$ cat src/verilog/zapt_pkg.sv
// package: register map, field layout and timing constants for zone phase timing
package zapt_pkg;

  // ----------------------------------------------------------------
  // register map
  // ----------------------------------------------------------------
  localparam logic [3:0] ZAPT_ADDR_TIMING = 4'h0;
  localparam logic [3:0] ZAPT_ADDR_CLKCFG = 4'h4;
  localparam logic [3:0] ZAPT_ADDR_STATUS = 4'h8;

  // ----------------------------------------------------------------
  // field positions of zone_timing_config
  // ----------------------------------------------------------------
  localparam int ZAPT_DBL_POS = 22;
  localparam int ZAPT_RDLEAD_POS = 12;
  localparam int ZAPT_RDACT_POS = 9;
  localparam int ZAPT_RDTRAIL_POS = 7;
  localparam int ZAPT_WRLEAD_POS = 5;
  localparam int ZAPT_WRACT_POS = 2;
  localparam int ZAPT_WRTRAIL_POS = 0;

  // ----------------------------------------------------------------
  // reset values
  // ----------------------------------------------------------------
  localparam logic [31:0] ZAPT_TIMING_RST = 32'h0000_3fff;
  localparam logic [2:0] ZAPT_CLKDIV_RST = 3'h1;

  // ----------------------------------------------------------------
  // phase clock divider codes
  // ----------------------------------------------------------------
  localparam logic [2:0] ZAPT_CLKDIV_1 = 3'h0;
  localparam logic [2:0] ZAPT_CLKDIV_2 = 3'h1;

  // ----------------------------------------------------------------
  // timing
  // ----------------------------------------------------------------
  localparam logic [3:0] ZAPT_ACTIVE_BASE = 4'h1;
  localparam int ZAPT_CNT_W = 5;

  typedef enum logic [1:0] {
    ZAPT_IDLE = 2'b00,
    ZAPT_LEAD = 2'b01,
    ZAPT_ACTIVE = 2'b11,
    ZAPT_TRAIL = 2'b10
  } zapt_phase_type;

endpackage : zapt_pkg

$ cat src/verilog/zapt_decode.sv
// decoder from timing fields to phase cycle counts
`timescale 1ns/1ns
module zapt_decode
  import zapt_pkg::*;
(
  input wire logic [31:0] cfg,
  input wire logic is_write,
  output logic [ZAPT_CNT_W-1:0] lead_cycles,
  output logic [ZAPT_CNT_W-1:0] active_cycles,
  output logic [ZAPT_CNT_W-1:0] trail_cycles,
  output logic lead_invalid
);

  logic dbl;
  logic [1:0] lead_code;
  logic [2:0] wait_code;
  logic [1:0] trail_code;
  logic [3:0] wait_cnt;

  always_comb begin
    dbl = cfg[ZAPT_DBL_POS];
    lead_code = is_write ? cfg[ZAPT_WRLEAD_POS +: 2] : cfg[ZAPT_RDLEAD_POS +: 2];
    wait_code = is_write ? cfg[ZAPT_WRACT_POS +: 3] : cfg[ZAPT_RDACT_POS +: 3];
    trail_code = is_write ? cfg[ZAPT_WRTRAIL_POS +: 2] : cfg[ZAPT_RDTRAIL_POS +: 2];
    lead_invalid = (lead_code == 2'h0);
    // code zero stays zero when doubled
    wait_cnt = dbl ? {wait_code, 1'b0} : {1'b0, wait_code};
    lead_cycles = dbl ? {2'h0, lead_code, 1'b0} : {3'h0, lead_code};
    active_cycles = {1'b0, wait_cnt} + {1'b0, ZAPT_ACTIVE_BASE};
    trail_cycles = dbl ? {2'h0, trail_code, 1'b0} : {3'h0, trail_code};
  end

endmodule : zapt_decode

$ cat src/verilog/zapt_top.sv
// zone access phase timing: config registers and lead/active/trail sequencer
//
// Overview of operation
// - read wait codes 110/111 add 6/7 active cycles, or 12/14 doubled.
// - read trail field gives 0..3 cycles, twice that doubled.
// - write lead codes 01..11 give 1..3 cycles, 2/4/6 doubled; 00 invalid.
// - write wait field adds 0..7 active cycles, or 0..14 even doubled.
// - write active phase is one base cycle plus decoded wait count.
// - write wait code 000 adds nothing, doubled or not.
// - write trail 00 gives zero; 01..11 give 1..3, or 2/4/6 doubled.
// - doubling select doubles every lead, wait and trail count.
// - read lead codes 01..11 give 1..3 cycles, 2/4/6 doubled; 00 invalid.
// - phase clock is system clock or half of it; other codes reserved.
`timescale 1ns/1ns
module zapt_top
  import zapt_pkg::*;
(
  input wire logic clk,
  input wire logic rst,
  input wire logic [3:0] addr,
  input wire logic [31:0] wdata,
  input wire logic wr_en,
  input wire logic rd_en,
  output logic [31:0] rdata,
  input wire logic start,
  input wire logic start_write,
  output logic busy,
  output logic lead_phase,
  output logic active_phase,
  output logic trail_phase,
  output logic done,
  output logic error
);

  // ----------------------------------------------------------------
  // registers
  // ----------------------------------------------------------------
  logic [31:0] timing_ff;
  logic [2:0] clkdiv_ff;
  logic [31:0] rdata_ff;
  logic err_ff;
  logic done_ff;

  always_ff @(posedge clk) begin
    if (rst) begin
      timing_ff <= ZAPT_TIMING_RST;
    end else if (wr_en && addr == ZAPT_ADDR_TIMING) begin
      timing_ff <= wdata;
    end
  end

  always_ff @(posedge clk) begin
    if (rst) begin
      clkdiv_ff <= ZAPT_CLKDIV_RST;
    end else if (wr_en && addr == ZAPT_ADDR_CLKCFG) begin
      clkdiv_ff <= wdata[2:0];
    end
  end

  // ----------------------------------------------------------------
  // phase clock enable
  // ----------------------------------------------------------------
  logic tick_ff;
  logic tick;

  always_ff @(posedge clk) begin
    if (rst) begin
      tick_ff <= 1'b0;
    end else begin
      tick_ff <= ~tick_ff;
    end
  end

  // reserved divider codes fall back to half rate, the slower safe choice
  assign tick = (clkdiv_ff == ZAPT_CLKDIV_1) ? 1'b1 : tick_ff;

  // ----------------------------------------------------------------
  // sequencer
  // ----------------------------------------------------------------
  zapt_phase_type state_ff;
  zapt_phase_type nxt_state;
  logic [ZAPT_CNT_W-1:0] cnt_ff;
  logic [ZAPT_CNT_W-1:0] nxt_cnt;
  logic wr_ff;
  logic [ZAPT_CNT_W-1:0] lead_c;
  logic [ZAPT_CNT_W-1:0] act_c;
  logic [ZAPT_CNT_W-1:0] trail_c;
  logic lead_bad;
  logic [ZAPT_CNT_W-1:0] s_lead;
  logic [ZAPT_CNT_W-1:0] s_act;
  logic [ZAPT_CNT_W-1:0] s_trail;
  logic s_bad;

  // live decode for the access being launched, latched decode while running
  zapt_decode u_decode (
    .cfg(timing_ff),
    .is_write((state_ff == ZAPT_IDLE) ? start_write : wr_ff),
    .lead_cycles(lead_c),
    .active_cycles(act_c),
    .trail_cycles(trail_c),
    .lead_invalid(lead_bad)
  );

  logic [ZAPT_CNT_W-1:0] act_ff;
  logic [ZAPT_CNT_W-1:0] trail_ff;

  assign s_lead = lead_c;
  assign s_act = act_c;
  assign s_trail = trail_c;
  assign s_bad = lead_bad;

  always_ff @(posedge clk) begin
    if (rst) begin
      wr_ff <= 1'b0;
      act_ff <= '0;
      trail_ff <= '0;
    end else if (state_ff == ZAPT_IDLE && start) begin
      wr_ff <= start_write;
      act_ff <= s_act;
      trail_ff <= s_trail;
    end
  end

  always_comb begin
    nxt_state = state_ff;
    nxt_cnt = cnt_ff;
    unique case (state_ff)
      ZAPT_IDLE: begin
        if (start && !s_bad) begin
          nxt_state = ZAPT_LEAD;
          nxt_cnt = s_lead;
        end
      end
      ZAPT_LEAD: begin
        if (tick) begin
          if (cnt_ff <= 5'h1) begin
            nxt_state = ZAPT_ACTIVE;
            nxt_cnt = act_ff;
          end else begin
            nxt_cnt = cnt_ff - 5'h1;
          end
        end
      end
      ZAPT_ACTIVE: begin
        if (tick) begin
          if (cnt_ff <= 5'h1) begin
            nxt_state = (trail_ff == '0) ? ZAPT_IDLE : ZAPT_TRAIL;
            nxt_cnt = trail_ff;
          end else begin
            nxt_cnt = cnt_ff - 5'h1;
          end
        end
      end
      ZAPT_TRAIL: begin
        if (tick) begin
          if (cnt_ff <= 5'h1) begin
            nxt_state = ZAPT_IDLE;
            nxt_cnt = '0;
          end else begin
            nxt_cnt = cnt_ff - 5'h1;
          end
        end
      end
    endcase
  end

  always_ff @(posedge clk) begin
    if (rst) begin
      state_ff <= ZAPT_IDLE;
      cnt_ff <= '0;
    end else begin
      state_ff <= nxt_state;
      cnt_ff <= nxt_cnt;
    end
  end

  // ----------------------------------------------------------------
  // status and outputs
  // ----------------------------------------------------------------
  logic finishing;
  assign finishing = (state_ff != ZAPT_IDLE) && (nxt_state == ZAPT_IDLE);

  always_ff @(posedge clk) begin
    if (rst) begin
      done_ff <= 1'b0;
    end else begin
      done_ff <= finishing;
    end
  end

  // invalid lead refuses the access; sticky until status read, set wins
  always_ff @(posedge clk) begin
    if (rst) begin
      err_ff <= 1'b0;
    end else if (state_ff == ZAPT_IDLE && start && s_bad) begin
      err_ff <= 1'b1;
    end else if (rd_en && addr == ZAPT_ADDR_STATUS) begin
      err_ff <= 1'b0;
    end
  end

  always_ff @(posedge clk) begin
    if (rst) begin
      rdata_ff <= '0;
    end else if (rd_en) begin
      unique case (addr)
        ZAPT_ADDR_TIMING: rdata_ff <= timing_ff;
        ZAPT_ADDR_CLKCFG: rdata_ff <= {29'h0, clkdiv_ff};
        ZAPT_ADDR_STATUS: rdata_ff <= {28'h0, err_ff, state_ff, (state_ff != ZAPT_IDLE)};
        default: rdata_ff <= '0;
      endcase
    end else begin
      rdata_ff <= '0;
    end
  end

  // ----------------------------------------------------------------
  // phase outputs
  // ----------------------------------------------------------------
  // taken from the next state, so the pins line up with state_ff
  // yet leave the block straight from a flop
  logic busy_ff;
  logic lead_out_ff;
  logic active_out_ff;
  logic trail_out_ff;

  always_ff @(posedge clk) begin
    if (rst) begin
      busy_ff <= 1'b0;
    end else begin
      busy_ff <= (nxt_state != ZAPT_IDLE);
    end
  end

  always_ff @(posedge clk) begin
    if (rst) begin
      lead_out_ff <= 1'b0;
    end else begin
      lead_out_ff <= (nxt_state == ZAPT_LEAD);
    end
  end

  always_ff @(posedge clk) begin
    if (rst) begin
      active_out_ff <= 1'b0;
    end else begin
      active_out_ff <= (nxt_state == ZAPT_ACTIVE);
    end
  end

  always_ff @(posedge clk) begin
    if (rst) begin
      trail_out_ff <= 1'b0;
    end else begin
      trail_out_ff <= (nxt_state == ZAPT_TRAIL);
    end
  end

  assign rdata = rdata_ff;
  assign busy = busy_ff;
  assign lead_phase = lead_out_ff;
  assign active_phase = active_out_ff;
  assign trail_phase = trail_out_ff;
  assign done = done_ff;
  assign error = err_ff;

endmodule : zapt_top

$ cat config.mk
export PLATFORM = sky130hd
export DESIGN_NAME = zapt_top
export DESIGN_NICKNAME = d
export VERILOG_FILES = /design/src/verilog/zapt_pkg.sv /design/src/verilog/zapt_decode.sv /design/src/verilog/zapt_top.sv
export SDC_FILE = /design/constraint.sdc
export NUM_CORES = 1
export LEC_CHECK = 0
export BUFFER_PORTS_ARGS = -buffer_cell sky130_fd_sc_hd__buf_2
export CAP_MARGIN = 0
export CORE_UTILIZATION = 44
export CTS_CLUSTER_DIAMETER = 80
export DETAILED_ROUTE_END_ITERATION = 12
export MAX_ROUTING_LAYER = met4
export PLACE_DENSITY_LB_ADDON = 0.2
export SLEW_MARGIN = 30
export SYNTH_ARGS = -nofsm -noshare
export SYNTH_HDL_FRONTEND = slang
export SYNTH_HIERARCHICAL = 1
export SYNTH_SLANG_ARGS = --single-unit
$ cat constraint.sdc
create_clock -name clk -period 4.1 [get_ports clk]
set_input_delay 0.41 -clock clk [delete_from_list [all_inputs] [get_ports clk]]
set_output_delay 0.41 -clock clk [all_outputs]
set_load 0.05 [all_outputs]
==> results of run 1 <==
[worst min-delay path, stage by stage]
cell and delay (ns):
buf_2 0.08, nand2_1 0.04, nand3_1 0.06
[layout by cell type (no fill, tap or decap), drive strengths merged, types with 11 or more instances in the layout]
master / n
dfxtp: 92
buf: 83
nand2: 74
nor2: 34
and2: 31
a21oi: 29
mux2i: 26
nand3: 20
inv: 11
[cell type report]
type,count,area share [%]
clock inverter,6,1.17
tap,105,2.99
sequential,92,41.9
timing repair buffer,83,9.67
multi-input combinational,291,40.7
inverter,6,0.512
clock buffer,10,3.13
[synth_stat cells (all sizes together) (5+ instances only)]
cell type,count
a21oi,29
and2,31
buf,14
clkbuf,17
dfxtp,92
inv,6
mux2i,26
nand2,74
nand3,20
nor2,34
nor2b,5
nor3,10
[cell families after synthesis]
family	Yosys count
mux	28
fa+ha+maj	3
simple gates	199
compound gates	54
flops	92
buf+inv	37
xor+xnor	3
other cells	1
[metal layers]
| layer | vias up | GRT usage [%] | part of all wire (%) |
|---|---|---|---|
| li1 | 1545 | - | - |
| met1 | 1378 | 25.8 | 47 |
| met2 | 76 | 30.3 | 47 |
| met3 | 11 | 4.43 | 4.4 |
| met4 | 0 | 7.32 | 1.4 |
| met5 | - | - | 0 |
[power groups by stage]
stage	Combinational (mW)	Sequential, mW	Clock, mW
finish	0.232	0.952	0.590
global route	0.253	0.957	0.647
global placement	0.229	0.972	0
CTS	0.232	0.952	0.607
floorplan	0.172	0.974	0
detailed placement	0.231	0.973	0
[metrics by stage]
step | hold slack [ns] | setup slack (ns) | cell area, um2 | total power, mW
after floorplan | 0.430 | 1.87 | 3800 | 1.15
after global placement | 0.434 | 1.24 | 4210 | 1.20
after detailed placement | 0.439 | 1.08 | 4210 | 1.20
after CTS | 0.228 | 1.06 | 4400 | 1.79
after global routing | 0.243 | 0.787 | 4400 | 1.86
final | 0.244 | 1.04 | 4400 | 1.77
[state kept, by name, summed over array words and instances, names as in the netlist, 2 cells and up]
signal	cells
clkdiv_ff	3
cnt_ff	5
act_ff	5
rdata	32
state_ff	2
trail_ff	5
timing_ff	32
[how the worst max path moves through the flow]
stage	startpoint	slack (ns)	to	cells after the start
final	state_ff[1]	1.04	cnt_ff[0]	8
after global routing	state_ff[1]	0.79	cnt_ff[0]	8
after CTS	state_ff[1]	1.06	cnt_ff[0]	8
after detailed placement	state_ff[1]	1.08	cnt_ff[0]	8
after global placement	state_ff[1]	1.24	cnt_ff[1]	8
after floorplan	state_ff[0]	1.87	cnt_ff[0]	10
==> metrics.yaml, run 1 <==
synth_top_cell_by_area: "dfxtp_1"
cts_setup_buffers: 0
n_fill_cell: 786
worst-path-buf-inv: 0
grt-ovfl-total: 0
grt_pass1_vias: 2699
synthTopCellsByArea: "dfxtp_1 (49%), nand2_1 (7.3%), mux2i_1 (6.9%)"
postSynthAreaPerCell_um2: 9.09
clockRootBuffer: "clkbuf_8"
syn_inst: 417
r2r-end: "cnt_ff[0]"
comb_power_share_pct: 13.1
num_rows: 33
synth_adder_area_share_pct: 0.990
routed_wl_um: 8230
ys_warn_count: 6
p_leak_nw: 1.92
clockBufferDepth: 2
powerDensity_nw_per_um2: 403
finalHoldViolCount: 0
boundaryPins: 80
endpoint_kind: "register"
fmax_mhz: 327
gp_congestion: 0.859
ys_types: 56
regToRegSetupSlack_ns: 1.04
path_clk_slew_ns: 0.10
fin_crit_sh_pct: 74.5
min_path_cells: 3
post_layout_nonfiller_instances: 593
synth_xor_area_share_pct: 0.693
io_buffers: 79
cp_slowest_cell: "dfxtp_1"
utilization_pct: 53.0
synthMuxAreaShare_pct: 8.25
cpMostUsedCell: "nand2_1"
drc: 0
synthArstFlopShare_pct: 0
cp_cell_sequence: "nor2_1 -> nand2_1 -> nand2_1 -> o31ai_1 -> nor4b_4 -> a31oi_2 -> nor3_1 -> a32o_1"
htree_levels: 3
cts_buffers: 9
core_um2: 8300
p_int_mw: 1.27
cts.sinks: 92
status: "finished clean"
ys.flop_type: "dfxtp_1"
setup_tns_ns: 0
required_ns: 4.35
viasPerCell: 5.08
timing.rr.start: "state_ff[1]"
min-delay-start: "wdata[6]"
tightest_slew_ns: 0.726
dp.cells: 577
crit_path_start_kind: "register"
synth_area_um2: 3790
grt_use_total_pct: 19.9
crit_arrival_ns: 3.31
cts_hold_buf: 0
start_util_pct: 45.7
synth_compound_area_share_pct: 10.4
cts_tree: "built"
p_clk_share_pct: 33.2
regArea_um2: 1840
slowest_delay_ns: 0.80
min_period_ns: 3.06
fin_nets: 528
drive_above_1_share_pct: 23.0
rsz0062_at_grt: "no"
firstDrtPassIters: 4
p_switching_uw: 508
slew_headroom_pct: 51.6
skew_ns: 0.0126
peakVddDrop_uv: 190
synth_edf_count: 0
vias: 3010
grt_max_degree: 46
cp_max_fo: 22
synth_top_family_by_area: "simple AND/OR/NAND/NOR gates"
insertion_delay_ns: 0.37
ant_nets: 0
die_w_um: 94.8
swShare_pct: 28.7
setup_viol: 0
p_seq_share_pct: 53.7
area_growth_pct: 16.0
wl_per_cell_um: 13.9
synthSimpleGateAreaFrac_pct: 26.4
chipHeight_um: 94.8
antenna_found_initial: 0
min_to: "timing_ff[6]"
die_area_um2: 8990
hold_class: "input port to register"
path_class: "register to register"
drv_slew: 0
multi_input_area_um2: 1790
grt_pass1_wl_um: 13400
cts_resized: 0
n_antenna_cell: 0
reg2reg_depth: 8
maxCapViolations: 0
ys_ff_latch: 92
crit_family: "compound AO/OA/AOI/OAI gates"
drt_iter0_drc: 185
hpwl_um: 5780
yosysTopAreaCellShare_pct: 48.6
yosysSeqAreaShare_pct: 48.6
No activity file was read; power rests on OpenSTA's default activity.
==> run 2, diff against run 1 <==
- clock period: 4.1 -> 2.7 ns (I/O delays scaled with it)
==> run 2 against run 1 <==
  * Via count rose by 1.4%
  * Fmax rose by 36%
  * Worst hold slack got worse by 0.13 ns
  * Clock power rose by 66%
  * Routed wire length rose by 4.5%
  * Combinational power rose by 62%
  * Sequential share of layout area fell by 0.79 points
==> metrics.yaml, run 2 (synthesized netlist as in run 1, its figures left out) <==
status: "finished clean"
final_common_cell: "dfxtp_1"
hpwl_um: 6140
crit_family: "compound AO/OA/AOI/OAI gates"
required_ns: 2.95
start_util_pct: 45.7
hold_class: "input port to register"
finalHoldViolCount: 0
grt-ovfl-total: 0
powerDensity_nw_per_um2: 623
grt_max_degree: 46
rsz0062_at_grt: "no"
post_layout_nonfiller_instances: 601
n_antenna_cell: 0
cp_max_fo: 8
whs_ns: 0.119
path_class: "register to register"
utilization_pct: 54.0
skew_ns: 0.00698
min_period_ns: 2.25
r2r-end: "cnt_ff[1]"
routed_wl_um: 8600
cts_hold_buf: 0
worst-path-buf-inv: 1
crit_path_start_kind: "register"
io_buffers: 79
setup_tns_ns: 0
dp.cells: 585
slew_headroom_pct: 55.5
cts.sinks: 92
n_fill_cell: 766
htree_levels: 3
final_area_um2: 4480
drv_slew: 0
cts_tree: "built"
peakVddDrop_uv: 307
slowest_delay_ns: 0.39
core_um2: 8300
worst_slack_ns: 0.453
place_area_um2: 4270
cts_buffers: 9
tightest_slew_ns: 0.668
ant_nets: 0
grt_use_total_pct: 20.7
fin_crit_sh_pct: 83.2
num_rows: 33
wl_per_cell_um: 14.3
p_leak_nw: 1.97
timing.rr.start: "state_ff[0]"
clockRootBuffer: "clkbuf_8"
boundaryPins: 80
reg2reg_depth: 9
path_clk_slew_ns: 0.10
cp_cell_sequence: "or2_1 -> nand2_1 -> nand2_1 -> o31ai_1 -> buf_4 -> nor4b_4 -> a31oi_2 -> nor3_1 -> a32o_1"
vias: 3052
pre_cts_slack_ns: 0.481
total_power_mw: 2.80
chipHeight_um: 94.8
cts_resized: 0
cts_setup_buffers: 0
crit_arrival_ns: 2.49
viasPerCell: 5.08
maxCapViolations: 0
grt_pass1_wl_um: 13900
regToRegSetupSlack_ns: 0.45
min_to: "timing_ff[12]"
insertion_delay_ns: 0.35
cpMostUsedCell: "nand2_1"
mostFrequentLayoutCells: "dfxtp_1 (92), buf_2 (79), nand2_1 (74), nor2_1 (33), and2_1 (31)"
clockBufferDepth: 2
gp_congestion: 0.962
firstDrtPassIters: 4
drc: 0
min-delay-start: "wdata[12]"
setup_viol: 0
die_w_um: 94.8
grt_pass1_vias: 2760
drt_iter0_drc: 167
antenna_found_initial: 0
cp_slowest_cell: "dfxtp_1"
area_growth_pct: 18.2
fin_nets: 536
drive_above_1_share_pct: 24.0
endpoint_kind: "register"
die_area_um2: 8990
fmax_mhz: 445
min_path_cells: 3
## run 2: cell count changes in the layout (fill, tap and decap cells not counted), sizes merged
| cell | previous run | this run |
|---|---|---|
| clkinvlp | 0 | 1 |
| clkbuf | 10 | 9 |
| clkinv | 1 | 2 |
| bufinv | 0 | 1 |
| buf | 83 | 91 |
| inv | 11 | 9 |
## run 2: worst max-delay path by stage
stage | to | start | slack [ns] | depth (start not counted)
final | cnt_ff[1] | state_ff[0] | 0.45 | 9
after global routing | act_ff[4] | state_ff[0] | 0.29 | 11
after CTS | cnt_ff[1] | state_ff[0] | 0.46 | 9
after detailed placement | cnt_ff[1] | state_ff[0] | 0.48 | 9
after global placement | cnt_ff[1] | state_ff[0] | 0.59 | 9
after floorplan | cnt_ff[0] | state_ff[0] | 0.47 | 10
## run 2: per-layer routing
metal  global-route usage, %  vias up  wire (um)
li1                        -     1554          -
met1                    26.7     1420       3990
met2                    32.4       74       4180
met3                    3.46        4        383
met4                    7.70        0         58
met5                       -        -          0
## run 2: report_power, final
group | switching [mW] | internal (mW)
sequential | 0.0453 | 1.39
clock | 0.529 | 0.451
combinational | 0.218 | 0.158
## run 2: worst reg2reg max path, delay by kind of cell (launching register included)
family / cells / cell delay [ns]
buffers and inverters: 1 / 0.17
DFF: 1 / 0.39
AOI/OAI and AO/OA: 3 / 0.86
and+or+nand+nor: 5 / 0.73
## run 2: cell type report
type	instances	area (um2)	share of cell area, %
clock buffers	9	124	2.76
inverters	6	22.5	0.502
repair buffers	91	485	10.8
well taps	105	131	2.93
clock inverters	7	91.3	2.04
multi-input cells	291	1790	39.9
flip-flops and latches	92	1840	41.1
==> run 3, diff against run 2 <==
- clock period: 2.7 -> 1.9 ns (I/O delays scaled with it)
==> run 3 against run 2 <==
  * The flow now finishes with violations (negative setup slack)
  * Register-to-register slack worse by 0.47 ns
  * Sequential share of layout area is 1.7 points lower
  * Flip-flop and latch count stayed put
  * Non-clock buffer count is 17 higher
  * Fmax is 17% higher
  * Clock power is 34% higher
  * Core utilization is 2.4 points higher
  * Routed wire length is 1.1% higher
  * First-iteration DRC count is 7.2% lower
  * Critical endpoint is now cnt_ff[0]
==> metrics.yaml, run 3 (synthesized netlist as in run 1, its figures left out) <==
status: "finished, violations left"
violations: "negative setup slack"
hpwl_um: 6160
hold_class: "input port to register"
maxCapViolations: 0
post_layout_nonfiller_instances: 618
grt-ovfl-total: 0
htree_levels: 3
fin_nets: 553
area_growth_pct: 23.4
drv_slew: 0
worst_slack_ns: -0.0189
die_w_um: 94.8
chipHeight_um: 94.8
comb_power_share_pct: 15.7
antenna_found_initial: 0
vias: 3103
clockBufferDepth: 2
mostFrequentLayoutCells: "dfxtp_1 (90), buf_2 (79), nand2_1 (69), nor2_1 (33), and2_1 (31)"
p_seq_share_pct: 51.2
p_clk_share_pct: 33.1
final_area_um2: 4680
insertion_delay_ns: 0.36
drt_iter0_drc: 155
routed_wl_um: 8700
dp.cells: 598
slew_headroom_pct: 64.5
gp_congestion: 0.911
startpoint: "state_ff[1]"
cp_max_fo: 7
setup_tns_ns: -0.0225
cts_tree: "built"
path_class: "register to register"
die_area_um2: 8990
cts.sinks: 92
crit_arrival_ns: 2.18
cts_buffers: 9
cts_hold_buf: 0
p_leak_nw: 2.07
min-delay-start: "wdata[9]"
ant_nets: 0
wl_per_cell_um: 14.1
peakVddDrop_uv: 438
num_rows: 33
wl_met1_um: 4090
crit_path_start_kind: "register"
p_switching_mw: 1.09
endpoint_kind: "register"
dr_wl_met2_um: 4090
required_ns: 2.16
finalHoldViolCount: 0
pre_cts_slack_ns: -0.0532
rsz0062_at_grt: "yes"
drc: 0
timing.rr.start: "state_ff[1]"
tightest_slew_ns: 0.533
firstDrtPassIters: 4
clockRootBuffer: "clkbuf_8"
core_um2: 8300
fin_crit_sh_pct: 101
grt_pass1_vias: 2846
n_antenna_cell: 0
grt_max_degree: 46
place_area_um2: 4420
swShare_pct: 27.5
min_period_ns: 1.92
skew_ns: 0.0102
grt_pass1_wl_um: 13900
whs_ns: 0.0340
drive_above_1_share_pct: 28.8
boundaryPins: 80
viasPerCell: 5.02
path_clk_slew_ns: 0.09
n_fill_cell: 767
setup_viol: 2
topRoutingLayerUsed: "met4"
powerDensity_nw_per_um2: 849
p_int_mw: 2.88
final_common_cell: "dfxtp_1"
start_util_pct: 45.7
met3_length_um: 373
grt_use_total_pct: 21.1
io_buffers: 79
fmax_mhz: 521
-- run 3: final timing paths --
path	to	slack, ns	cells past startpoint
worst max-delay path	cnt_ff[0]	-0.02	9
worst min-delay path	timing_ff[9]	0.03	3
worst max register to register	cnt_ff[0]	-0.02	9
worst min register to register	timing_ff[23]	0.46	2
-- run 3: layout make-up --
type | count | area (um2) | area share [%]
multi-input combinational | 291 | 1880 | 40.1
tap | 105 | 131 | 2.81
timing repair buffer | 108 | 613 | 13.1
inverter | 6 | 22.5 | 0.481
clock buffer | 11 | 131 | 2.81
clock inverter | 5 | 60.1 | 1.28
sequential | 92 | 1840 | 39.4
-- run 3: metrics by stage --
stage	total power [mW]	util, %
detailed placement	2.68	53.2
CTS	3.99	55.6
floorplan	2.49	-
global placement	2.67	53.2
finish	3.97	56.4
global route	4.15	56.4
-- run 3: routing by layer --
| layer | GRT usage, % | up-vias |
|---|---|---|
| met1 | 27.7 | 1432 |
| met2 | 31.5 | 69 |
| met3 | 4.99 | 15 |
| met5 | - | - |
| li1 | - | 1587 |
| met4 | 7.58 | 0 |
-- run 3: timing repair --
action,4_1_cts,5_1_grt
setup buffers,0,4
resized for setup,1,9
setup endpoints to repair,6,9
-- run 3: power by group through the flow --
stage | registers, mW | logic [mW] | clock network [mW]
floorplan | 2.10 | 0.388 | 0
global placement | 2.08 | 0.594 | 0
detailed placement | 2.08 | 0.601 | 0
CTS | 2.03 | 0.607 | 1.35
global route | 2.05 | 0.682 | 1.43
finish | 2.04 | 0.625 | 1.31
-- run 3: critical path, stage by stage (launching register included) --
cell and delay [ns]:
dfxtp_2 0.33, or2_1 0.26, nand2_2 0.12, nand2_8 0.10
o31ai_4 0.24, nor4b_4 0.08, buf_4 0.15, a31oi_4 0.22
nor3_1 0.08, a32o_1 0.23
